**config.mk**
```make
export PLATFORM = sky130hd
export DESIGN_NAME = dma_reload_channel
export DESIGN_NICKNAME = d
export VERILOG_FILES = /design/src/rtl/dma_reload_pkg.sv /design/src/rtl/dma_group_counter.sv /design/src/rtl/dma_reload_channel.sv /design/src/rtl/dma_sync2.sv
export VERILOG_INCLUDE_DIRS = /design/src /design/src/rtl
export SDC_FILE = /design/constraint.sdc
export NUM_CORES = 1
export LEC_CHECK = 0
export ABC_AREA = 1
export ABC_CLOCK_PERIOD_IN_PS = 3300
export BUFFER_PORTS_ARGS = -buffer_cell sky130_fd_sc_hd__buf_4
export CORE_MARGIN = 4
export CORE_UTILIZATION = 37
export CTS_CLUSTER_DIAMETER = 80
export CTS_CLUSTER_SIZE = 28
export DETAILED_ROUTE_END_ITERATION = 10
export PLACE_DENSITY_LB_ADDON = 0.05
export RECOVER_POWER = 25
export SYNTH_ARGS = -nofsm -noshare
export SYNTH_HDL_FRONTEND = slang
export SYNTH_HIERARCHICAL = 1
export SYNTH_SLANG_ARGS = --single-unit
export TNS_END_PERCENT = 50
```
**constraint.sdc**
```tcl
create_clock -name clk_i -period 3.3 [get_ports clk_i]
set_input_delay 0.99 -clock clk_i [delete_from_list [all_inputs] [get_ports clk_i]]
set_output_delay 0.99 -clock clk_i [all_outputs]
set_load 0.05 [all_outputs]
```
**src/rtl/dma_reload_consts.svh**
```systemverilog
// Purpose: Offsets, field positions and reset values of the reload DMA channel.
// Assumes: Included by bare name from rtl files.
// Notes:   Definitions only.
`ifndef DMA_RELOAD_CONSTS_SVH
`define DMA_RELOAD_CONSTS_SVH

// ----------------------------------------
// Register byte offsets
// ----------------------------------------
`define OFS_SRC   5'h00
`define OFS_DST   5'h04
`define OFS_CNT   5'h08
`define OFS_CTRL  5'h0C
`define OFS_GLOB  5'h10
`define OFS_STAT  5'h14
`define OFS_MASK  5'h18
`define OFS_GRP   5'h1C

// ----------------------------------------
// Control register fields
// ----------------------------------------
`define CC_DE     0
`define CC_TE     1
`define CC_IE     2
`define CC_RO     3
`define CC_BURST  4
`define CC_SM     5
`define CC_DM     7
`define CC_TS     9
`define CC_W      11

// ----------------------------------------
// Global register fields
// ----------------------------------------
`define GO_DME    0
`define GO_NMIF   1
`define GO_AE     2

// ----------------------------------------
// Event bits, reset values, group
// ----------------------------------------
`define EV_END    0
`define EV_AE     1
`define EV_NMI    2
`define EV_N      3
`define CTRL_RST  11'h000
`define ADDR_RST  32'h0000_0000
`define MASK_RST  3'h0
`define GROUP_LAST 2'h3

`endif

```
**src/rtl/dma_reload_pkg.sv**
```systemverilog
// Purpose: Types shared by the reload DMA channel.
// Assumes: Nothing.
// Notes:   Constants live in dma_reload_consts.svh.
package dma_reload_pkg;

	typedef enum logic [1:0] {AM_FIXED, AM_INC, AM_DEC, AM_RSVD} addr_mode_t;
	typedef enum logic [1:0] {SZ_BYTE, SZ_WORD, SZ_LONG, SZ_RSVD} size_t;
	typedef enum logic [2:0] {ST_IDLE, ST_ARB, ST_RD, ST_WR, ST_STEP} xfer_state_t;

endpackage

```
**src/rtl/dma_group_counter.sv**
```systemverilog
// Purpose: Counts units within a group of four for source reload.
// Assumes: Clear and increment from same-clock logic.
// Notes:   Wraps to zero after the fourth unit.
`timescale 1ns/1ps
`default_nettype none
`include "dma_reload_consts.svh"

module dma_group_counter
(
	input  wire logic       clk_i,
	input  wire logic       rst_i,
	input  wire logic       clr_i,
	input  wire logic       inc_i,
	output logic      [1:0] cnt_o,
	output logic            last_o
);

	logic [1:0] cnt_ff;

	// clear sources win
	// wrap starts new group
	always_ff @(posedge clk_i)
	begin
		if (rst_i || clr_i)
			cnt_ff <= 2'h0;
		else if (inc_i)
			cnt_ff <= cnt_ff + 2'h1;
	end

	assign cnt_o  = cnt_ff;
	assign last_o = (cnt_ff == `GROUP_LAST);
endmodule

`default_nettype wire

```
**src/rtl/dma_reload_channel.sv**
```systemverilog
// Purpose: One DMA channel with source address reload every four units.
// Assumes: Classic Wishbone slave, one memory bus master port, one clock.
// Notes:   Software selects burst and a count divisible by four with reload.
// Function
// Reload on: source address returns to its start value after every four units.
// Reload on: after fourth unit of a group, stop and drop bus request.
// Reload off: keep bus and continue stepping the source address.
// Reload halt pulses the requester's flag clear; no clear without reload. The code also pulses it at end of count, reload on or off.
// End interrupt only when count reaches zero and enable is set.
// Software must use burst mode with reload.
// Software must program a count divisible by four with reload.
// Requester must raise a new request after each reload halt.
// Burst mode keeps bus ownership between consecutive units.
// Destination address steps by its own mode, never reloaded.
// Byte units with increment advance both addresses by one.
// Count decrements by one per unit, reload on or off.
// Reload bit works only on the channel built with reload.
// Group counter clears on disables, end, NMI, address error, reset, standby.
// After a reload halt the next request starts a fresh group.
//
// The implementer's own choices: the Wishbone register port and the address map.
`timescale 1ns/1ps
`default_nettype none
`include "dma_reload_consts.svh"

module dma_reload_channel
#(
	parameter int COUNT_W    = 24,
	parameter bit HAS_RELOAD = 1'b1
)
(
	input  wire logic        clk_i,
	input  wire logic        rst_i,
	input  wire logic        wb_cyc_i,
	input  wire logic        wb_stb_i,
	input  wire logic        wb_we_i,
	input  wire logic [4:0]  wb_adr_i,
	input  wire logic [3:0]  wb_sel_i,
	input  wire logic [31:0] wb_dat_i,
	output logic      [31:0] wb_dat_o,
	output logic             wb_ack_o,
	input  wire logic        dreq_i,
	output logic             req_flag_clr_o,
	output logic             bus_req_o,
	input  wire logic        bus_grant_i,
	output logic             mem_req_o,
	output logic             mem_we_o,
	output logic      [31:0] mem_adr_o,
	output logic      [1:0]  mem_size_o,
	output logic      [31:0] mem_dat_o,
	input  wire logic [31:0] mem_dat_i,
	input  wire logic        mem_ack_i,
	input  wire logic        nmi_i,
	input  wire logic        standby_i,
	output logic             irq_o
);

	generate
		if (COUNT_W < 3 || COUNT_W > 32)
		begin : g_bad
			$error("COUNT_W out of range");
		end
	endgenerate

	// ----------------------------------------
	// Storage
	// ----------------------------------------
	logic [31:0]             src_ff;
	logic [31:0]             start_ff;
	logic [31:0]             dst_ff;
	logic [COUNT_W-1:0]      cnt_ff;
	logic [`CC_W-1:0]        ctrl_ff;
	logic                    te_ff;
	logic                    dme_ff;
	logic                    nmif_ff;
	logic                    ae_ff;
	logic [`EV_N-1:0]        stat_ff;
	logic [`EV_N-1:0]        mask_ff;
	logic                    irq_ff;
	logic                    ack_ff;
	logic [31:0]             rd_ff;
	dma_reload_pkg::xfer_state_t st_ff;
	logic                    bus_req_ff;
	logic                    mem_req_ff;
	logic                    mem_we_ff;
	logic [31:0]             mem_adr_ff;
	logic [31:0]             mem_dat_ff;
	logic                    flag_clr_ff;
	logic                    nmi_d_ff;

	logic [1:0]              pins_s;
	logic                    nmi_s;
	logic                    standby_s;
	logic [1:0]              grp_cnt;
	logic                    grp_last;
	logic                    grp_clr;
	logic [31:0]             wmask;
	logic                    wr_en;
	logic                    wr_src;
	logic                    wr_dst;
	logic                    wr_cnt;
	logic                    wr_ctrl;
	logic                    wr_glob;
	logic                    wr_stat;
	logic                    wr_mask;
	logic                    in_step;
	logic                    ro_eff;
	logic                    run_ok;
	logic                    start_ok;
	logic                    end_hit;
	logic                    reload_now;
	logic                    halt_now;
	logic                    ae_hit;
	logic                    nmi_rise;
	logic                    mis;
	logic [`EV_N-1:0]        ev;
	logic [`CC_W-1:0]        ctrl_rd;
	dma_reload_pkg::addr_mode_t sm;
	dma_reload_pkg::addr_mode_t dm;
	dma_reload_pkg::size_t   ts;

	function automatic logic [31:0] step_addr(input logic [31:0] a,
		input dma_reload_pkg::addr_mode_t m, input dma_reload_pkg::size_t s);
		logic [31:0] inc;
		inc = 32'h0000_0001 << s;
		case (m)
			dma_reload_pkg::AM_INC: step_addr = a + inc;
			dma_reload_pkg::AM_DEC: step_addr = a - inc;
			default:                step_addr = a;
		endcase
	endfunction

	// ----------------------------------------
	// Pins and group counter
	// ----------------------------------------
	dma_sync2 #(.W(2)) u_sync
	(
		.clk_i (clk_i),
		.rst_i (rst_i),
		.d_i   ({standby_i, nmi_i}),
		.q_o   (pins_s)
	);

	assign nmi_s     = pins_s[0];
	assign standby_s = pins_s[1];

	always_ff @(posedge clk_i)
	begin
		if (rst_i)
			nmi_d_ff <= 1'b0;
		else
			nmi_d_ff <= nmi_s;
	end

	assign nmi_rise = nmi_s & ~nmi_d_ff;

	// group clear sources
	assign grp_clr = ~dme_ff | ~ctrl_ff[`CC_DE] | end_hit | nmi_rise | ae_hit | standby_s;

	dma_group_counter u_grp
	(
		.clk_i  (clk_i),
		.rst_i  (rst_i),
		.clr_i  (grp_clr),
		.inc_i  (in_step),
		.cnt_o  (grp_cnt),
		.last_o (grp_last)
	);

	// ----------------------------------------
	// Decode and conditions
	// ----------------------------------------
	assign wmask   = {{8{wb_sel_i[3]}}, {8{wb_sel_i[2]}}, {8{wb_sel_i[1]}}, {8{wb_sel_i[0]}}};
	assign wr_en   = wb_cyc_i & wb_stb_i & wb_we_i & ~ack_ff;
	assign wr_src  = wr_en & (wb_adr_i == `OFS_SRC);
	assign wr_dst  = wr_en & (wb_adr_i == `OFS_DST);
	assign wr_cnt  = wr_en & (wb_adr_i == `OFS_CNT);
	assign wr_ctrl = wr_en & (wb_adr_i == `OFS_CTRL);
	assign wr_glob = wr_en & (wb_adr_i == `OFS_GLOB);
	assign wr_stat = wr_en & (wb_adr_i == `OFS_STAT);
	assign wr_mask = wr_en & (wb_adr_i == `OFS_MASK);

	assign sm = dma_reload_pkg::addr_mode_t'(ctrl_ff[`CC_SM +: 2]);
	assign dm = dma_reload_pkg::addr_mode_t'(ctrl_ff[`CC_DM +: 2]);
	assign ts = dma_reload_pkg::size_t'(ctrl_ff[`CC_TS +: 2]);

	// reload only where built
	assign ro_eff     = HAS_RELOAD & ctrl_ff[`CC_RO];
	assign run_ok     = dme_ff & ctrl_ff[`CC_DE] & ~nmif_ff & ~ae_ff;
	// request ignored while its clear is in flight
	assign start_ok   = dreq_i & run_ok & (cnt_ff != '0) & ~te_ff & ~standby_s & ~flag_clr_ff;
	assign in_step    = (st_ff == dma_reload_pkg::ST_STEP);
	assign end_hit    = in_step & (cnt_ff == COUNT_W'(1));
	assign reload_now = in_step & ro_eff & grp_last;
	assign halt_now   = reload_now & ~end_hit;
	assign mis = ((ts == dma_reload_pkg::SZ_WORD) & (src_ff[0] | dst_ff[0]))
		| ((ts == dma_reload_pkg::SZ_LONG) & ((|src_ff[1:0]) | (|dst_ff[1:0])));
	assign ae_hit = (st_ff == dma_reload_pkg::ST_RD) & ~mem_req_ff & mis;

	// ----------------------------------------
	// Transfer sequencer
	// ----------------------------------------
	always_ff @(posedge clk_i)
	begin
		if (rst_i)
		begin
			st_ff       <= dma_reload_pkg::ST_IDLE;
			bus_req_ff  <= 1'b0;
			mem_req_ff  <= 1'b0;
			mem_we_ff   <= 1'b0;
			mem_adr_ff  <= `ADDR_RST;
			mem_dat_ff  <= 32'h0000_0000;
			flag_clr_ff <= 1'b0;
		end
		else
		begin
			flag_clr_ff <= 1'b0;
			case (st_ff)
				dma_reload_pkg::ST_IDLE:
				begin
					if (start_ok)
					begin
						bus_req_ff <= 1'b1;
						st_ff      <= dma_reload_pkg::ST_ARB;
					end
				end
				dma_reload_pkg::ST_ARB:
				begin
					if (bus_grant_i)
						st_ff <= dma_reload_pkg::ST_RD;
				end
				dma_reload_pkg::ST_RD:
				begin
					if (!mem_req_ff)
					begin
						if (mis)
						begin
							bus_req_ff <= 1'b0;
							st_ff      <= dma_reload_pkg::ST_IDLE;
						end
						else
						begin
							mem_req_ff <= 1'b1;
							mem_we_ff  <= 1'b0;
							mem_adr_ff <= src_ff;
						end
					end
					else if (mem_ack_i)
					begin
						mem_req_ff <= 1'b0;
						mem_dat_ff <= mem_dat_i;
						st_ff      <= dma_reload_pkg::ST_WR;
					end
				end
				dma_reload_pkg::ST_WR:
				begin
					if (!mem_req_ff)
					begin
						mem_req_ff <= 1'b1;
						mem_we_ff  <= 1'b1;
						mem_adr_ff <= dst_ff;
					end
					else if (mem_ack_i)
					begin
						mem_req_ff <= 1'b0;
						mem_we_ff  <= 1'b0;
						st_ff      <= dma_reload_pkg::ST_STEP;
					end
				end
				dma_reload_pkg::ST_STEP:
				begin
					// halt or keep bus
					if (end_hit || halt_now || !run_ok || !ctrl_ff[`CC_BURST])
					begin
						bus_req_ff <= 1'b0;
						st_ff      <= dma_reload_pkg::ST_IDLE;
					end
					else
						st_ff <= dma_reload_pkg::ST_RD;
					// requester flag clear
					flag_clr_ff <= halt_now | end_hit;
				end
				default:
				begin
					bus_req_ff <= 1'b0;
					mem_req_ff <= 1'b0;
					st_ff      <= dma_reload_pkg::ST_IDLE;
				end
			endcase
		end
	end

	// ----------------------------------------
	// Address and count registers
	// ----------------------------------------
	always_ff @(posedge clk_i)
	begin
		if (rst_i)
		begin
			src_ff   <= `ADDR_RST;
			start_ff <= `ADDR_RST;
			dst_ff   <= `ADDR_RST;
			cnt_ff   <= '0;
		end
		else
		begin
			// source reload or step
			if (wr_src)
			begin
				src_ff   <= (src_ff & ~wmask) | (wb_dat_i & wmask);
				start_ff <= (src_ff & ~wmask) | (wb_dat_i & wmask);
			end
			else if (reload_now)
				src_ff <= start_ff;
			else if (in_step)
				src_ff <= step_addr(src_ff, sm, ts);
			// destination never reloaded
			if (wr_dst)
				dst_ff <= (dst_ff & ~wmask) | (wb_dat_i & wmask);
			else if (in_step)
				dst_ff <= step_addr(dst_ff, dm, ts);
			// count per unit
			if (wr_cnt)
				cnt_ff <= COUNT_W'((32'(cnt_ff) & ~wmask) | (wb_dat_i & wmask));
			else if (in_step)
				cnt_ff <= cnt_ff - COUNT_W'(1);
		end
	end

	// ----------------------------------------
	// Control and global registers
	// ----------------------------------------
	always_ff @(posedge clk_i)
	begin
		if (rst_i)
		begin
			ctrl_ff <= `CTRL_RST;
			te_ff   <= 1'b0;
			dme_ff  <= 1'b0;
			nmif_ff <= 1'b0;
			ae_ff   <= 1'b0;
		end
		else
		begin
			if (wr_ctrl)
				ctrl_ff <= (ctrl_ff & ~wmask[`CC_W-1:0]) | (wb_dat_i[`CC_W-1:0] & wmask[`CC_W-1:0]);
			// Flags: set wins, cleared by writing zero
			te_ff   <= end_hit | (te_ff & ~(wr_ctrl & wb_sel_i[0] & ~wb_dat_i[`CC_TE]));
			nmif_ff <= nmi_rise | (nmif_ff & ~(wr_glob & wb_sel_i[0] & ~wb_dat_i[`GO_NMIF]));
			ae_ff   <= ae_hit | (ae_ff & ~(wr_glob & wb_sel_i[0] & ~wb_dat_i[`GO_AE]));
			if (wr_glob && wb_sel_i[0])
				dme_ff <= wb_dat_i[`GO_DME];
		end
	end

	// ----------------------------------------
	// Interrupt status and mask
	// ----------------------------------------
	// end event only with enable
	assign ev[`EV_END] = end_hit & ctrl_ff[`CC_IE];
	assign ev[`EV_AE]  = ae_hit;
	assign ev[`EV_NMI] = nmi_rise;

	genvar gi;
	generate
		for (gi = 0; gi < `EV_N; gi++)
		begin : g_stat
			always_ff @(posedge clk_i)
			begin
				if (rst_i)
					stat_ff[gi] <= 1'b0;
				else
					stat_ff[gi] <= ev[gi] | (stat_ff[gi] & ~(wr_stat & wb_sel_i[0] & wb_dat_i[gi]));
			end
		end
	endgenerate

	always_ff @(posedge clk_i)
	begin
		if (rst_i)
		begin
			mask_ff <= `MASK_RST;
			irq_ff  <= 1'b0;
		end
		else
		begin
			if (wr_mask && wb_sel_i[0])
				mask_ff <= wb_dat_i[`EV_N-1:0];
			irq_ff <= |(stat_ff & mask_ff);
		end
	end

	// ----------------------------------------
	// Wishbone answer
	// ----------------------------------------
	always_comb
	begin
		ctrl_rd         = ctrl_ff;
		ctrl_rd[`CC_TE] = te_ff;
		if (!HAS_RELOAD)
			ctrl_rd[`CC_RO] = 1'b0;
	end

	always_ff @(posedge clk_i)
	begin
		if (rst_i)
		begin
			ack_ff <= 1'b0;
			rd_ff  <= 32'h0000_0000;
		end
		else
		begin
			ack_ff <= wb_cyc_i & wb_stb_i & ~ack_ff;
			case (wb_adr_i)
				`OFS_SRC:  rd_ff <= src_ff;
				`OFS_DST:  rd_ff <= dst_ff;
				`OFS_CNT:  rd_ff <= 32'(cnt_ff);
				`OFS_CTRL: rd_ff <= 32'(ctrl_rd);
				`OFS_GLOB: rd_ff <= {29'h0, ae_ff, nmif_ff, dme_ff};
				`OFS_STAT: rd_ff <= 32'(stat_ff);
				`OFS_MASK: rd_ff <= 32'(mask_ff);
				`OFS_GRP:  rd_ff <= {30'h0, grp_cnt};
				default:   rd_ff <= 32'h0000_0000;
			endcase
		end
	end

	assign wb_ack_o       = ack_ff;
	assign wb_dat_o       = rd_ff;
	assign bus_req_o      = bus_req_ff;
	assign mem_req_o      = mem_req_ff;
	assign mem_we_o       = mem_we_ff;
	assign mem_adr_o      = mem_adr_ff;
	assign mem_size_o     = ctrl_ff[`CC_TS +: 2];
	assign mem_dat_o      = mem_dat_ff;
	assign req_flag_clr_o = flag_clr_ff;
	assign irq_o          = irq_ff;
endmodule

`default_nettype wire

```
**src/rtl/dma_sync2.sv**
```systemverilog
// Purpose: Two-flop synchroniser for pin levels.
// Assumes: Inputs asynchronous to clk_i.
// Notes:   First stage read only by second.
`timescale 1ns/1ps
`default_nettype none

module dma_sync2
#(
	parameter int W = 2
)
(
	input  wire logic         clk_i,
	input  wire logic         rst_i,
	input  wire logic [W-1:0] d_i,
	output logic      [W-1:0] q_o
);

	logic [W-1:0] meta_ff;
	logic [W-1:0] sync_ff;

	generate
		if (W < 1)
		begin : g_bad
			$error("W must be at least 1");
		end
	endgenerate

	always_ff @(posedge clk_i)
	begin
		if (rst_i)
		begin
			meta_ff <= '0;
			sync_ff <= '0;
		end
		else
		begin
			meta_ff <= d_i;
			sync_ff <= meta_ff;
		end
	end

	assign q_o = sync_ff;

endmodule

`default_nettype wire

```
After elaboration in Yosys (flattened, before gate mapping). Index checks and enable logic that the tools add are counted.

Bits in registers: 253. Bits of input ports: 83. Logic and storage cells: 226. Output and inout port bits: 104.

Shifts and indexed selects: 1. Reductions and logical operators: 30. Eq/ne operators: 31. Add/subtract/negate cells: 6. Muxes and demuxes: 38. Bitwise logic cells: 93.

Operators with widths (number): 2-to-1 mux 32 bit (8); one-hot mux 32 bit (8 select lines) (1); one-hot mux 32 bit (2 select lines) (3); bitwise AND 32 bit (3); adder 32 bit (2); bitwise OR 32 bit (2); subtractor 32 bit (2); 2-to-1 mux 24 bit (2); bitwise AND 1 bit (44); NOT 32 bit (1); left shift 1 x 2 -> 32 bit (first input constant) (1); bitwise AND 24 bit (1); == test 24 x 1 -> 1 bit (second input constant) (1); bitwise OR 24 bit (1); nonzero test 24 bit (1); subtractor 24 x 1 -> 24 bit (second input constant) (1); bitwise AND 11 bit (2); 2-to-1 mux 3 bit (7); NOT 1 bit (21); == test 5 bit (second input constant) (4); inequality test 2 bit (second input constant) (8); bitwise OR 1 bit (15); one-hot mux 3 bit (5 select lines) (1); 2-to-1 mux 1 bit (12); other kinds (32) (55).

Depth between registers and ports, before layout. Gate-level depths: netlist (run 1).

Depth after elaboration: 10. Gate-level depth with buffers: 19. Depth with buffers taken out: 19.

Modules after synthesis. Netlist (run 1), hierarchy kept.

Modules (own cells, without submodules): dma_reload_channel (area each 16206.8 um^2, times used 1, sequential area each 4924.7 um^2, cells an instance 2652); dma_sync2 (area each 110.1 um^2, times used 1, sequential area each 80.1 um^2, cells an instance 12); dma_group_counter (area each 103.8 um^2, times used 1, sequential area each 40.0 um^2, cells an instance 16).

Least setup slack after synthesis (run 1). OpenSTA, ideal clock, no wires.

Kind: reg-to-reg. Start point: reg with a tool-made name. End point: reg with a tool-made name. Period minus slack after synthesis: 2.453 ns. Arrival time: 2.333 ns. Cell stages (with the launch flop): 14. Slack: 0.847 ns. Required time: 3.181 ns. Path through: dfxtp_1 > inv_1 > nand2_1 > inv_1 > ha_1 > nand2_1 > inv_1 > a21oi_1 > nand3_1 > nand2_1 > nand2_1 > or2_2 > nand3_1 > a21oi_1.

Worst setup path after layout (run 1).
Start point: in wb_stb_i. End point: reg src_ff[20].

Cells in the longest elaborated chain, start to end: 6. Elaborated cells between the ends (all ways): 8. Classes of those cells: 1 x mux; 4 x bitwise; 3 x reduce/logical.

RTL lines: start: declaration (line dma_reload_channel.sv:35) `input wire logic wb_stb_i,`; bitwise AND 1 bit * (3 in a row) (line dma_reload_channel.sv:174) `assign wr_en = wb_cyc_i & wb_stb_i & wb_we_i & ~ack_ff;`; bitwise AND 1 bit * (line dma_reload_channel.sv:175) `` assign wr_src = wr_en & (wb_adr_i == `OFS_SRC); ``; nonzero test 4 bit (no line) or nonzero test 3 bit (tied branches); AND reduction 2 bit (no line); end signal: assignment (line dma_reload_channel.sv:300) `` src_ff <= `ADDR_RST; ``; end signal: assignment (line dma_reload_channel.sv:310) `src_ff <= (src_ff & ~wmask) | (wb_dat_i & wmask);`; end signal: assignment (line dma_reload_channel.sv:314) `src_ff <= start_ff;`; end: declaration (line dma_reload_channel.sv:68) `logic [31:0] src_ff;`.

Mark *: on every way between the ends. The rest lies on a longest branch, timed or not. A chain may end at the register's enable or synchronous reset.

==> results of run 1 <==
==> cells by family after synthesis <==
group                      share of synthesized area, %
AOI/OAI and AO/OA                                  18.2
DFF                                                30.7
and+or+nand+nor                                    32.3
adders and majority gates                          5.43
buffers and inverters                              11.6
xor gates and xnor gates                           1.76
==> synthesized netlist by cell type, types with 7 or more instances <==
cell type                  instances  area share [%]
sky130_fd_sc_hd__nor2_2           10            0.38
sky130_fd_sc_hd__a221oi_1         10            0.53
sky130_fd_sc_hd__a31oi_1          63             2.4
sky130_fd_sc_hd__buf_2            33             1.0
sky130_fd_sc_hd__inv_2            15            0.34
sky130_fd_sc_hd__a21oi_1         194             5.9
sky130_fd_sc_hd__inv_1           370             8.5
sky130_fd_sc_hd__o211ai_1         19            0.87
sky130_fd_sc_hd__nor2_1          226             5.2
sky130_fd_sc_hd__nand2_1         864              20
sky130_fd_sc_hd__o22ai_1          11            0.42
sky130_fd_sc_hd__ha_1             68             5.2
sky130_fd_sc_hd__nand4_1          13            0.50
sky130_fd_sc_hd__nand3b_1          8            0.37
sky130_fd_sc_hd__nor3_1           18            0.55
sky130_fd_sc_hd__clkbuf_1         55             1.3
sky130_fd_sc_hd__nand3_1         128             3.9
sky130_fd_sc_hd__o21ai_1          11            0.34
sky130_fd_sc_hd__dfxtp_1         252              31
sky130_fd_sc_hd__buf_4             7            0.32
sky130_fd_sc_hd__xor2_1           31             1.7
sky130_fd_sc_hd__o21ai_0         214             6.5
==> worst max-delay path, cell delays in order <==
cell	delay (ns)
sky130_fd_sc_hd__clkbuf_4	0.10
sky130_fd_sc_hd__inv_1	0.03
sky130_fd_sc_hd__nor2_1	0.12
sky130_fd_sc_hd__nand3_1	0.35
sky130_fd_sc_hd__nor2_2	0.80
sky130_fd_sc_hd__inv_1	0.21
sky130_fd_sc_hd__o211ai_4	0.30
sky130_fd_sc_hd__buf_12	0.28
sky130_fd_sc_hd__nand2_1	0.08
sky130_fd_sc_hd__a21oi_1	0.13
sky130_fd_sc_hd__nor2_1	0.05
==> area by class of cell <==
type,count,area (um2)
Clock inverter,10,154
Inverter,386,1450
Timing Repair Buffer,215,1550
Tap cell,585,732
Sequential cell,252,5040
Clock buffer,18,429
Multi-Input combinational cell,1943,9440
Fill cell,4828,24700
==> where the power goes <==
part / switching, mW / internal (mW)
Combinational: 0.334 / 0.164
Clock: 1.33 / 1.04
Sequential: 0.0294 / 3.07
Total: 1.69 / 4.28
==> worst paths after layout <==
check | start | to
setup / recovery | wb_stb_i | src_ff[20]$_SDFFE_PP0P_
hold / removal | u_sync/meta_ff[1]$_SDFF_PP0_ | u_sync/q_o[1]$_SDFF_PP0_
hold reg to reg | u_sync/meta_ff[1]$_SDFF_PP0_ | u_sync/q_o[1]$_SDFF_PP0_
setup reg to reg | register | register
==> layer usage <==
layer	track usage, %	vias to the layer above	share of wire, %
met5	0	-	0
met4	8.38	0	3.9
met3	3.32	123	6.0
met2	40.7	576	45
met1	34.1	8085	45
li1	-	8856	-
==> layout by cell type, fill, tap and decap left out, types with 14 or more instances in the layout <==
| master | netlist | routed |
|---|---|---|
| sky130_fd_sc_hd__nor2_1 | 226 | 228 |
| sky130_fd_sc_hd__o211ai_1 | 19 | 19 |
| sky130_fd_sc_hd__nand2_1 | 864 | 863 |
| sky130_fd_sc_hd__inv_2 | 15 | 14 |
| sky130_fd_sc_hd__a21oi_1 | 194 | 194 |
| sky130_fd_sc_hd__inv_1 | 370 | 370 |
| sky130_fd_sc_hd__clkbuf_1 | 55 | 38 |
| sky130_fd_sc_hd__dfxtp_1 | 252 | 252 |
| sky130_fd_sc_hd__ha_1 | 68 | 68 |
| sky130_fd_sc_hd__clkbuf_16 | 0 | 17 |
| sky130_fd_sc_hd__nor3_1 | 18 | 18 |
| sky130_fd_sc_hd__o21ai_0 | 214 | 214 |
| sky130_fd_sc_hd__buf_4 | 7 | 170 |
| sky130_fd_sc_hd__xor2_1 | 31 | 31 |
| sky130_fd_sc_hd__nand3_1 | 128 | 129 |
| sky130_fd_sc_hd__a31oi_1 | 63 | 63 |
==> per-stage QoR <==
step | worst slack (ns) | util [%] | hold WS [ns] | cells | power [mW]
after floorplan | 0.847 | - | 0.388 | 2680 | 3.44
after global placement | 0.405 | 42.4 | 0.394 | 3381 | 3.67
after detailed placement | 0.420 | 42.4 | 0.395 | 3381 | 3.67
after CTS | 0.408 | 43.7 | 0.410 | 3409 | 6.05
after global routing | 0.0900 | 43.3 | 0.428 | 3409 | 6.18
final | 0.250 | 43.3 | 0.408 | 3409 | 5.97
==> results_tabular.tex, run 1 <==
\begin{tabular}{lr}
\hline
Metric & Value \\
\hline
\multicolumn{2}{l}{\textbf{Status}} \\
\quad Result of the run & finished, violations left \\
\quad Violated checks & capacitance limit, slew limit \\
\multicolumn{2}{l}{\textbf{Routing}} \\
\quad DR vias/cell & between 5 and 6 \\
\quad Initial DRC count & roughly 1500 \\
\quad Count of TritonRoute iterations in the first routing pass & 6 \\
\quad Overall via count from detail\_route & 17600 \\
\quad \# DRC & 0 \\
\quad Wire length per cell & 18.3 um \\
\quad DRT Wirelength & 62400 um \\
\quad Antenna-violating nets left & 0 \\
\multicolumn{2}{l}{\textbf{Layout}} \\
\quad Area growth syn-to-layout & 14.5\% \\
\quad Final cell area excluding filler cells & about 19000 um2 \\
\quad Nets & 2968 \\
\quad \# diodes & 0 \\
\quad Share of cells above drive strength 1 & a little under 9\% \\
\multicolumn{2}{l}{\textbf{Yosys}} \\
\quad Synth unique cells & 49 \\
\quad Number of nets in the synthesized netlist & 2833 \\
\quad Number of instances in the synthesized netlist & 2680 \\
\quad Sequential element share of the synthesized area & between 30\% and 40\% \\
\quad EDFF count, synth & 0 \\
\quad Netlist area before placement & roughly 16000 um2 \\
\quad Yosys warning count & 6 \\
\quad Synthesized flop and latch total & roughly 250 \\
\quad Commonest register cell after synthesis & sky130\_fd\_sc\_hd\_\_dfxtp\_1 \\
\quad Per-instance average area after synthesis & approximately 6 um2 \\
\quad Post-synthesis async set-or-reset flop share & 0\% \\
\multicolumn{2}{l}{\textbf{Critical path}} \\
\quad Worst endpoint data arrival time & about 3.5 ns \\
\quad Launching element type of the critical path & primary input \\
\quad Worst reg-to-reg path cell count & 13 \\
\quad Nature of the critical path endpoint & register \\
\quad Worst R2R Setup Slack & roughly 0.29 ns \\
\quad Crit Path Max Fanout & between 40 and 50 \\
\quad Class of the most critical setup path & primary input to register \\
\quad Required arrival time at the worst endpoint & about 3.7 ns \\
\multicolumn{2}{l}{\textbf{Clocking}} \\
\quad Number of buffers created by CTS & 17 \\
\quad Clock tree from TritonCTS & yes \\
\quad Buffers from clock root to sink, at most & 3 \\
\quad Number of gates resized after cts & 0 \\
\quad Clock root cell & sky130\_fd\_sc\_hd\_\_clkbuf\_16 \\
\quad Number of H-tree levels & 1 \\
\quad CTS Sinks & between 200 and 300 \\
\quad Setup repair bufs after CTS & 0 \\
\quad Clk slew on worst S/H paths & 0.10 ns \\
\quad Clock latency on the worst-skew pair & about 0.54 ns \\
\quad Cts-stage hold buffer count & 0 \\
\multicolumn{2}{l}{\textbf{STA}} \\
\quad Worst-case headroom to the max-slew limit & -15.8\% \\
\quad Final clock skew & around 0.035 ns \\
\quad Max Clock Freq & around 0.33 GHz \\
\quad Final worst-path cycle share & 92.4\% \\
\quad Final critical-path required period & around 3.1 ns \\
\quad Actual slew at the worst max-slew pin & $\sim$1.7 ns \\
\quad Final count of pins violating max slew & 150 \\
\quad Final TNS setup & 0 ns \\
\quad Number of endpoints with negative hold slack in the final report & 0 \\
\quad Final setup vio count & 0 \\
\quad RSZ-0062 raised after global routing & false \\
\multicolumn{2}{l}{\textbf{Power and ir drop}} \\
\quad Power density relative to cell area & 317 nW/um2 \\
\quad Worst vdd rail ir drop & between 0.0004 and 0.0005 V \\
\quad Pleak & 9.23 nW \\
\multicolumn{2}{l}{\textbf{Floorplanning}} \\
\quad Number of placement rows & 76 \\
\quad Area of the placeable core & 43500 um2 \\
\quad Width of the die & roughly 220 um \\
\quad IO Pins & approximately 190 \\
\quad Die area & approximately 48000 um2 \\
\quad Die extent in y & 219 um \\
\quad Initial core utilization & around 38\% \\
\multicolumn{2}{l}{\textbf{Placement}} \\
\quad Number of I/O port buffers & approximately 190 \\
\quad Weighted congestion at the end of routability-driven global placement & slightly above 0.9 \\
\quad Placed cell area & 18400 um2 \\
\quad Post-detail-place hpwl & approximately 49000 um \\
\multicolumn{2}{l}{\textbf{GRT}} \\
\quad Sum of overflow across all layers after global routing & 0 \\
\quad Wire length of the first global-routing pass & $\sim$95000 um \\
\quad Number of global-route vias before repair & between 15000 and 20000 \\
\quad Antenna violations before repair & 0 \\
\quad Pin count of the biggest net entering global routing & between 100 and 150 \\
\quad Total track usage & 25.0\% \\
\multicolumn{2}{l}{\textbf{Flow run}} \\
\quad Number of max-cap violations & 2 \\
\multicolumn{2}{l}{\textbf{Hold path}} \\
\quad Worst hold path stage count & 2 \\
\quad Hold WC Path Type & register to register \\
\hline
\end{tabular}
(Power assumes the default switching activity.)
==> run 2: changes to the inputs <==
- ABC_AREA: 1 -> 0
- CORE_UTILIZATION: 37 -> 59
==> run 2 against run 1 <==
The run still ends with capacitance limit, slew limit left. Core utilization increased by 27 points. Sequential share of layout area is 2.6 points higher. Clock skew fell by 0.0045 ns. Critical endpoint is now src_ff[18]$_SDFFE_PP0P_. Highest routed layer unchanged. Hold slack better by 0.037 ns. Synthesized cell count fell by 29%. Cell count fell by 30%. Setup slack worse by 0.15 ns. Critical path type is now register to register. Fmax fell by 4.6%.
==> results_tabular.tex, run 2 <==
\begin{tabular}{lr}
\hline
Metric & Value \\
\hline
\multicolumn{2}{l}{\textbf{Critical path}} \\
\quad Worst reg-to-reg path cell count & 14 \\
\quad List of cells traversed by the critical path & inv\_1, ha\_2, a21o\_1, fa\_2, a211oi\_2, nor2\_2, a31o\_2, o41ai\_2, buf\_4, o21ai\_2, a31oi\_1, xnor2\_1, a211oi\_1, o41ai\_1 \\
\quad CP max-delay cell & sky130\_fd\_sc\_hd\_\_fa\_2 \\
\quad Crit Path Max Fanout & 4 \\
\quad Nature of the critical path endpoint & register \\
\quad Launching element type of the critical path & register \\
\quad Worst endpoint data arrival time & roughly 3.6 ns \\
\quad Maximum single-stage delay on the critical path & approximately 0.36 ns \\
\quad Required arrival time at the worst endpoint & around 3.7 ns \\
\quad Class of the most critical setup path & register to register \\
\multicolumn{2}{l}{\textbf{Layout}} \\
\quad Total of fill cells in the finished design & $\sim$2100 \\
\quad Area growth syn-to-layout & 17.0\% \\
\quad Nets & between 2000 and 2500 \\
\quad Final Util & a little over two thirds \\
\quad \# diodes & 0 \\
\quad Share of cells above drive strength 1 & between 10\% and 20\% \\
\quad Most common cell after layout, fill and taps aside & sky130\_fd\_sc\_hd\_\_nand2\_1 \\
\quad Most used cells in the layout excluding fill and tap cells & sky130\_fd\_sc\_hd\_\_nand2\_1, sky130\_fd\_sc\_hd\_\_nor2\_1, sky130\_fd\_sc\_hd\_\_dfxtp\_1 \\
\quad Final cell area excluding filler cells & $\sim$17000 um2 \\
\multicolumn{2}{l}{\textbf{STA}} \\
\quad Final clock skew & 0.0309 ns \\
\quad Max Clock Freq & roughly 0.31 GHz \\
\quad Actual slew at the worst max-slew pin & 1.55 ns \\
\quad Final setup vio count & 0 \\
\quad Worst-case headroom to the max-slew limit & -3.06\% \\
\quad Number of endpoints with negative hold slack in the final report & 0 \\
\quad Final count of pins violating max slew & 33 \\
\quad Final worst-path cycle share & a little over nine tenths \\
\quad Final critical-path required period & around 3.2 ns \\
\quad Final worst slack & a little over 0.1 ns \\
\multicolumn{2}{l}{\textbf{Clocking}} \\
\quad Clock root cell & sky130\_fd\_sc\_hd\_\_clkbuf\_16 \\
\quad CTS Sinks & about 250 \\
\quad Clk slew on worst S/H paths & roughly 0.11 ns \\
\quad Number of buffers created by CTS & 14 \\
\quad Clock tree from TritonCTS & yes \\
\quad Clock latency on the worst-skew pair & $\sim$0.51 ns \\
\quad Cts-stage hold buffer count & 0 \\
\quad Number of H-tree levels & 1 \\
\quad Buffers from clock root to sink, at most & 3 \\
\multicolumn{2}{l}{\textbf{GRT}} \\
\quad Wire length of the first global-routing pass & approximately 77000 um \\
\quad Pin count of the biggest net entering global routing & 65 \\
\quad Sum of overflow across all layers after global routing & 0 \\
\quad Number of global-route vias before repair & approximately 14000 \\
\quad Total track usage & 33.7\% \\
\quad Antenna violations before repair & 0 \\
\multicolumn{2}{l}{\textbf{Hold path}} \\
\quad Hold WC Path Type & register to register \\
\quad Worst hold path stage count & 1 \\
\multicolumn{2}{l}{\textbf{Yosys}} \\
\quad Netlist area before placement & roughly 15000 um2 \\
\quad Per-instance average area after synthesis & roughly 7.7 um2 \\
\quad Synthesized flop and latch total & about 250 \\
\quad Number of nets in the synthesized netlist & 2053 \\
\quad Synth unique cells & a little under 80 \\
\quad Top cell type by total area after synthesis & sky130\_fd\_sc\_hd\_\_dfxtp\_1 \\
\quad Commonest register cell after synthesis & sky130\_fd\_sc\_hd\_\_dfxtp\_1 \\
\quad Most used standard cell by instance count after synthesis & sky130\_fd\_sc\_hd\_\_nand2\_1 \\
\quad Number of instances in the synthesized netlist & 1900 \\
\quad Sequential element share of the synthesized area & 34.3\% \\
\quad Post-synthesis async set-or-reset flop share & 0\% \\
\quad EDFF count, synth & 0 \\
\quad Portion of synthesized cell area occupied by the leading cell type & about a third \\
\quad Cell types occupying the most area after synthesis & sky130\_fd\_sc\_hd\_\_dfxtp\_1, sky130\_fd\_sc\_hd\_\_nand2\_1, sky130\_fd\_sc\_hd\_\_nor2\_1, sky130\_fd\_sc\_hd\_\_a21oi\_1, sky130\_fd\_sc\_hd\_\_ha\_1 \\
\quad Yosys warning count & 6 \\
\quad Commonest cells post-synth & sky130\_fd\_sc\_hd\_\_nand2\_1, sky130\_fd\_sc\_hd\_\_nor2\_1, sky130\_fd\_sc\_hd\_\_dfxtp\_1 \\
\multicolumn{2}{l}{\textbf{Floorplanning}} \\
\quad Die area & about 27000 um2 \\
\quad IO Pins & roughly 190 \\
\quad Number of placement rows & 57 \\
\quad Width of the die & between 150 and 200 um \\
\quad Area of the placeable core & $\sim$24000 um2 \\
\quad Die extent in y & between 150 and 200 um \\
\quad Initial core utilization & about 60\% \\
\multicolumn{2}{l}{\textbf{Routing}} \\
\quad Wire length per cell & 20.8 um \\
\quad \# DRC & 0 \\
\quad Count of TritonRoute iterations in the first routing pass & 6 \\
\quad DRT Wirelength & approximately 50000 um \\
\quad Antenna-violating nets left & 0 \\
\quad Overall via count from detail\_route & between 15000 and 20000 \\
\quad Initial DRC count & $\sim$1900 \\
\quad DR vias/cell & between 6 and 7 \\
\multicolumn{2}{l}{\textbf{Flow run}} \\
\quad Number of max-cap violations & 1 \\
\multicolumn{2}{l}{\textbf{Status}} \\
\quad Violated checks & capacitance limit, slew limit \\
\quad Result of the run & finished, violations left \\
\multicolumn{2}{l}{\textbf{Power and ir drop}} \\
\quad Worst vdd rail ir drop & 0.000380 V \\
\quad Pleak & about 6.8 nW \\
\quad Power density relative to cell area & 318 nW/um2 \\
\multicolumn{2}{l}{\textbf{Placement}} \\
\quad Weighted congestion at the end of routability-driven global placement & 1.01 \\
\quad Post-detail-place hpwl & 37400 um \\
\quad Number of I/O port buffers & around 190 \\
\quad Placed cell area & $\sim$17000 um2 \\
\quad Worst Setup Slack post-DPL & -0.0288 ns \\
\hline
\end{tabular}
## run 2: cell count changes after synthesis, sizes merged, moves of 29 or more
cell | previous run | this run
a31oi | 63 | 22
mux2i | 0 | 48
clkbuf | 55 | 106
inv | 385 | 26
nand3 | 133 | 50
o21ai | 228 | 63
buf | 44 | 15
nor3 | 18 | 58
a211oi | 6 | 50
a22oi | 0 | 41
xnor2 | 2 | 31
a311oi | 0 | 38
nand2 | 866 | 260
## run 2: kinds of logic after synthesis
family / after synthesis / share of synthesized area [%]
AO/OA/AOI/OAI: 564 / 25.5
adder cells (fa/ha/maj): 70 / 6.07
XOR/XNOR: 54 / 3.22
multiplexers: 49 / 3.35
flip-flops: 252 / 34.3
AND/OR/NAND/NOR: 762 / 23.3
buffers and inverters: 149 / 4.20
## run 2: routing by layer
metal  vias up  track usage (%)  share of wire [%]
li1       7269                -                  -
met1      7258             49.8                 44
met2       796             50.1                 43
met3        89             7.55                 11
met4         0             8.00                2.3
met5         -                0                  0
## run 2: final timing paths
| check | slack [ns] | to | startpoint |
|---|---|---|---|
| setup / recovery | 0.10 | src_ff[18]$_SDFFE_PP0P_ | register |
| hold / removal | 0.44 | u_sync/q_o[0]$_SDFF_PP0_ | u_sync/meta_ff[0]$_SDFF_PP0_ |
| setup reg to reg | 0.10 | src_ff[18]$_SDFFE_PP0P_ | register |
| hold reg to reg | 0.44 | u_sync/q_o[0]$_SDFF_PP0_ | u_sync/meta_ff[0]$_SDFF_PP0_ |
## run 2: per-stage QoR
step                      hold slack (ns)  std cells  TNS [ns]  power, mW
final                               0.445       2397         0       5.46
after global routing                0.465       2397    -0.165       5.60
after CTS                           0.449       2392         0       5.48
after detailed placement            0.425       2369   -0.0288       3.42
after global placement              0.419       2369         0       3.42
after floorplan                     0.414       1900   -0.0171       3.26
## run 2: report_power, final
group | internal, mW | switching (mW)
logic | 0.114 | 0.194
clock network | 0.976 | 1.12
registers | 3.05 | 0.00727
total | 4.14 | 1.32
## run 2: timing repair
action	in CTS	in global routing
setup buffers	0	5
gates resized for setup	2	44
endpoints found under the setup margin	1	21
pin swaps	0	20
## run 2: cell type report
| cell class | instances | area (um2) | area share (%) |
|---|---|---|---|
| clock inverters | 5 | 91.3 | 0.532 |
| well taps | 324 | 405 | 2.36 |
| multi-input cells | 1499 | 9240 | 53.8 |
| inverters | 27 | 105 | 0.612 |
| repair buffers | 272 | 1900 | 11.0 |
| flip-flops and latches | 252 | 5050 | 29.4 |
| clock buffers | 18 | 397 | 2.31 |
## run 2: worst max-delay path: cells and delay by family (launching register included)
kind / cells / cell delay (ns)
AOI/OAI and AO/OA: 8 / 1.69
xor gates and xnor gates: 1 / 0.13
adders and majority gates: 2 / 0.57
buffers and inverters: 2 / 0.27
DFF: 1 / 0.34
and+or+nand+nor: 1 / 0.08
==> run 3: changes to the inputs <==
- ABC_AREA: 0 -> 1
- CORE_ASPECT_RATIO: default -> 0.75
- CORE_UTILIZATION: 59 -> 60
==> run 3 against run 2 <==
The run still ends with capacitance limit, slew limit left. Register-to-register slack better by 0.30 ns. Global-route usage increased by 2.0 points. Routed wire length grew 13%. Hold slack got worse by 0.035 ns. Sequential share of layout area fell by 2.0 points. Clock power barely moved. Sequential power is 2% higher. Sequential cell count stayed put. Critical endpoint is now mem_adr_o[28]$_SDFFE_PP0P_. Largest cell class unchanged.
==> results_tabular.tex, run 3 (synthesis gave the netlist of run 1 again) <==
\begin{tabular}{lr}
\hline
Metric & Value \\
\hline
\multicolumn{2}{l}{\textbf{STA}} \\
\quad Final clock skew & around 0.025 ns \\
\quad Final critical-path required period & roughly 3.1 ns \\
\quad Final setup vio count & 0 \\
\quad Final count of pins violating max slew & 95 \\
\quad Final worst-path cycle share & a little over nine tenths \\
\quad RSZ-0062 raised after global routing & false \\
\quad Number of endpoints with negative hold slack in the final report & 0 \\
\quad Max Clock Freq & 0.318 GHz \\
\quad Actual slew at the worst max-slew pin & between 2 and 3 ns \\
\quad Final TNS setup & 0 ns \\
\quad Worst-case headroom to the max-slew limit & -82.3\% \\
\multicolumn{2}{l}{\textbf{Critical path}} \\
\quad Required arrival time at the worst endpoint & 3.66 ns \\
\quad Number of gates on the worst path with buffers counted & 5 \\
\quad Crit Path Max Fanout & a little under 50 \\
\quad Launching element type of the critical path & primary input \\
\quad Worst setup path start & rst\_i \\
\quad Worst R2R Setup Slack & 0.40 ns \\
\quad Nature of the critical path endpoint & register \\
\quad List of cells traversed by the critical path & clkbuf\_1, clkinvlp\_2, clkbuf\_4, o21ai\_0, a31oi\_1 \\
\quad CP max-delay cell & sky130\_fd\_sc\_hd\_\_clkinvlp\_2 \\
\quad Maximum single-stage delay on the critical path & 1.22 ns \\
\quad Worst reg-to-reg path cell count & 13 \\
\quad End point of the critical path & mem\_adr\_o[28]\$\_SDFFE\_PP0P\_ \\
\quad Class of the most critical setup path & primary input to register \\
\quad Worst endpoint data arrival time & between 3 and 4 ns \\
\quad Family with the most delay on the worst path & buffers and inverters \\
\quad CP bufs+invs & 3 \\
\multicolumn{2}{l}{\textbf{Clocking}} \\
\quad Cts-stage hold buffer count & 0 \\
\quad Setup repair bufs after CTS & 0 \\
\quad Number of H-tree levels & 1 \\
\quad Clock tree from TritonCTS & yes \\
\quad Number of buffers created by CTS & 14 \\
\quad Clock latency on the worst-skew pair & approximately 0.52 ns \\
\quad Clock root cell & sky130\_fd\_sc\_hd\_\_clkbuf\_16 \\
\quad Number of gates resized after cts & 0 \\
\quad Clk slew on worst S/H paths & approximately 0.12 ns \\
\quad Buffers from clock root to sink, at most & 3 \\
\quad CTS Sinks & approximately 250 \\
\multicolumn{2}{l}{\textbf{Layout}} \\
\quad Share of cells above drive strength 1 & a little under a tenth \\
\quad Most used cells in the layout excluding fill and tap cells & sky130\_fd\_sc\_hd\_\_nand2\_1, sky130\_fd\_sc\_hd\_\_inv\_1, sky130\_fd\_sc\_hd\_\_dfxtp\_1 \\
\quad Nets & just under 3000 \\
\quad Area growth syn-to-layout & 12.3\% \\
\quad \# diodes & 0 \\
\quad Total of fill cells in the finished design & 2500 \\
\quad Final cell area excluding filler cells & 18400 um2 \\
\quad Layout Cells excl Fill & $\sim$3200 \\
\quad Most common cell after layout, fill and taps aside & sky130\_fd\_sc\_hd\_\_nand2\_1 \\
\multicolumn{2}{l}{\textbf{Floorplanning}} \\
\quad IO Pins & about 190 \\
\quad Width of the die & roughly 200 um \\
\quad Area of the placeable core & 26900 um2 \\
\quad Die extent in y & between 150 and 200 um \\
\quad Number of placement rows & 52 \\
\quad Initial core utilization & slightly above 60\% \\
\quad Die area & roughly 30000 um2 \\
\multicolumn{2}{l}{\textbf{Flow run}} \\
\quad Number of max-cap violations & 2 \\
\multicolumn{2}{l}{\textbf{Routing}} \\
\quad Count of TritonRoute iterations in the first routing pass & 6 \\
\quad Initial DRC count & 1931 \\
\quad Antenna-violating nets left & 0 \\
\quad DR vias/cell & 5.76 \\
\quad \# DRC & 0 \\
\quad Wire length per cell & between 15 and 20 um \\
\quad DRT Wirelength & between 50000 and 60000 um \\
\quad Overall via count from detail\_route & $\sim$18000 \\
\multicolumn{2}{l}{\textbf{GRT}} \\
\quad Antenna violations before repair & 0 \\
\quad Number of global-route vias before repair & $\sim$16000 \\
\quad Sum of overflow across all layers after global routing & 0 \\
\quad Wire length of the first global-routing pass & around 87000 um \\
\quad Pin count of the biggest net entering global routing & 65 \\
\quad Total track usage & a little over a third \\
\multicolumn{2}{l}{\textbf{Power and ir drop}} \\
\quad Power density relative to cell area & $\sim$310 nW/um2 \\
\quad Worst vdd rail ir drop & about 0.00037 V \\
\quad Overall power after layout & 5.69 mW \\
\quad Pleak & 9.24 nW \\
\multicolumn{2}{l}{\textbf{Hold path}} \\
\quad Hold WC Path Type & register to register \\
\multicolumn{2}{l}{\textbf{Placement}} \\
\quad Weighted congestion at the end of routability-driven global placement & roughly 1.0 \\
\quad Number of I/O port buffers & between 150 and 200 \\
\quad Post-detail-place hpwl & 43200 um \\
\quad Placed cell area & roughly 18000 um2 \\
\quad Placed instance count & 3150 \\
\multicolumn{2}{l}{\textbf{Status}} \\
\quad Violated checks & capacitance limit, slew limit \\
\quad Result of the run & finished, violations left \\
\hline
\end{tabular}
[run 3: changes by cell type in the layout (fill, tap and decap cells not counted), moves of 43 or more]
cell / previous run / this run
sky130_fd_sc_hd__a31oi_1: 20 / 63
sky130_fd_sc_hd__nand2_1: 260 / 863
sky130_fd_sc_hd__o21ai_0: 57 / 214
sky130_fd_sc_hd__nand3_1: 49 / 129
sky130_fd_sc_hd__inv_1: 25 / 369
sky130_fd_sc_hd__mux2i_1: 48 / 0
[run 3: report_power, final]
group / switching (mW) / internal [mW]
combinational: 0.327 / 0.162
sequential: 0.0271 / 3.07
clock: 1.15 / 0.951
total: 1.50 / 4.19
[run 3: worst min-delay path, delay by kind of cell (launching register included)]
family	cells	cell delay, ns
buffers and inverters	1	0.04
flip-flops	1	0.32
AND/OR/NAND/NOR	1	0.03
[run 3: cell type report]
class,instances,area [um2],area share (%)
Clock buffer,16,379,2.06
Clock inverter,5,93.8,0.509
Inverter,386,1450,7.87
Multi-Input combinational cell,1943,9460,51.3
Sequential cell,252,5040,27.4
Tap cell,351,439,2.38
Timing Repair Buffer,218,1570,8.50
[run 3: worst min path at each step]
stage                                 startpoint                  endpoint  slack (ns)  depth (start not counted)
floorplan           u_sync/meta_ff[0]$_SDFF_PP0_  u_sync/q_o[0]$_SDFF_PP0_        0.39                          2
global placement    u_sync/meta_ff[0]$_SDFF_PP0_  u_sync/q_o[0]$_SDFF_PP0_        0.39                          2
detailed placement  u_sync/meta_ff[1]$_SDFF_PP0_  u_sync/q_o[1]$_SDFF_PP0_        0.39                          2
CTS                 u_sync/meta_ff[1]$_SDFF_PP0_  u_sync/q_o[1]$_SDFF_PP0_        0.41                          2
global route        u_sync/meta_ff[1]$_SDFF_PP0_  u_sync/q_o[1]$_SDFF_PP0_        0.43                          2
finish              u_sync/meta_ff[1]$_SDFF_PP0_  u_sync/q_o[1]$_SDFF_PP0_        0.41                          2
[run 3: per-layer routing]
layer | part of all wire (%) | up-vias | global-route usage [%]
met2 | 43 | 1035 | 54.9
met5 | 0 | - | 0
met4 | 3.5 | 0 | 10.5
met1 | 44 | 8238 | 51.9
li1 | - | 8857 | -
met3 | 10 | 144 | 5.34
[run 3: metrics by stage]
stage                     setup slack [ns]  util, %  hold slack [ns]
after floorplan                      0.847        -            0.388
after global placement               0.530     67.2            0.392
after detailed placement             0.458     67.2            0.393
after CTS                            0.486     69.0            0.409
after global routing                0.0962     68.5            0.431
final                                0.157     68.5            0.410
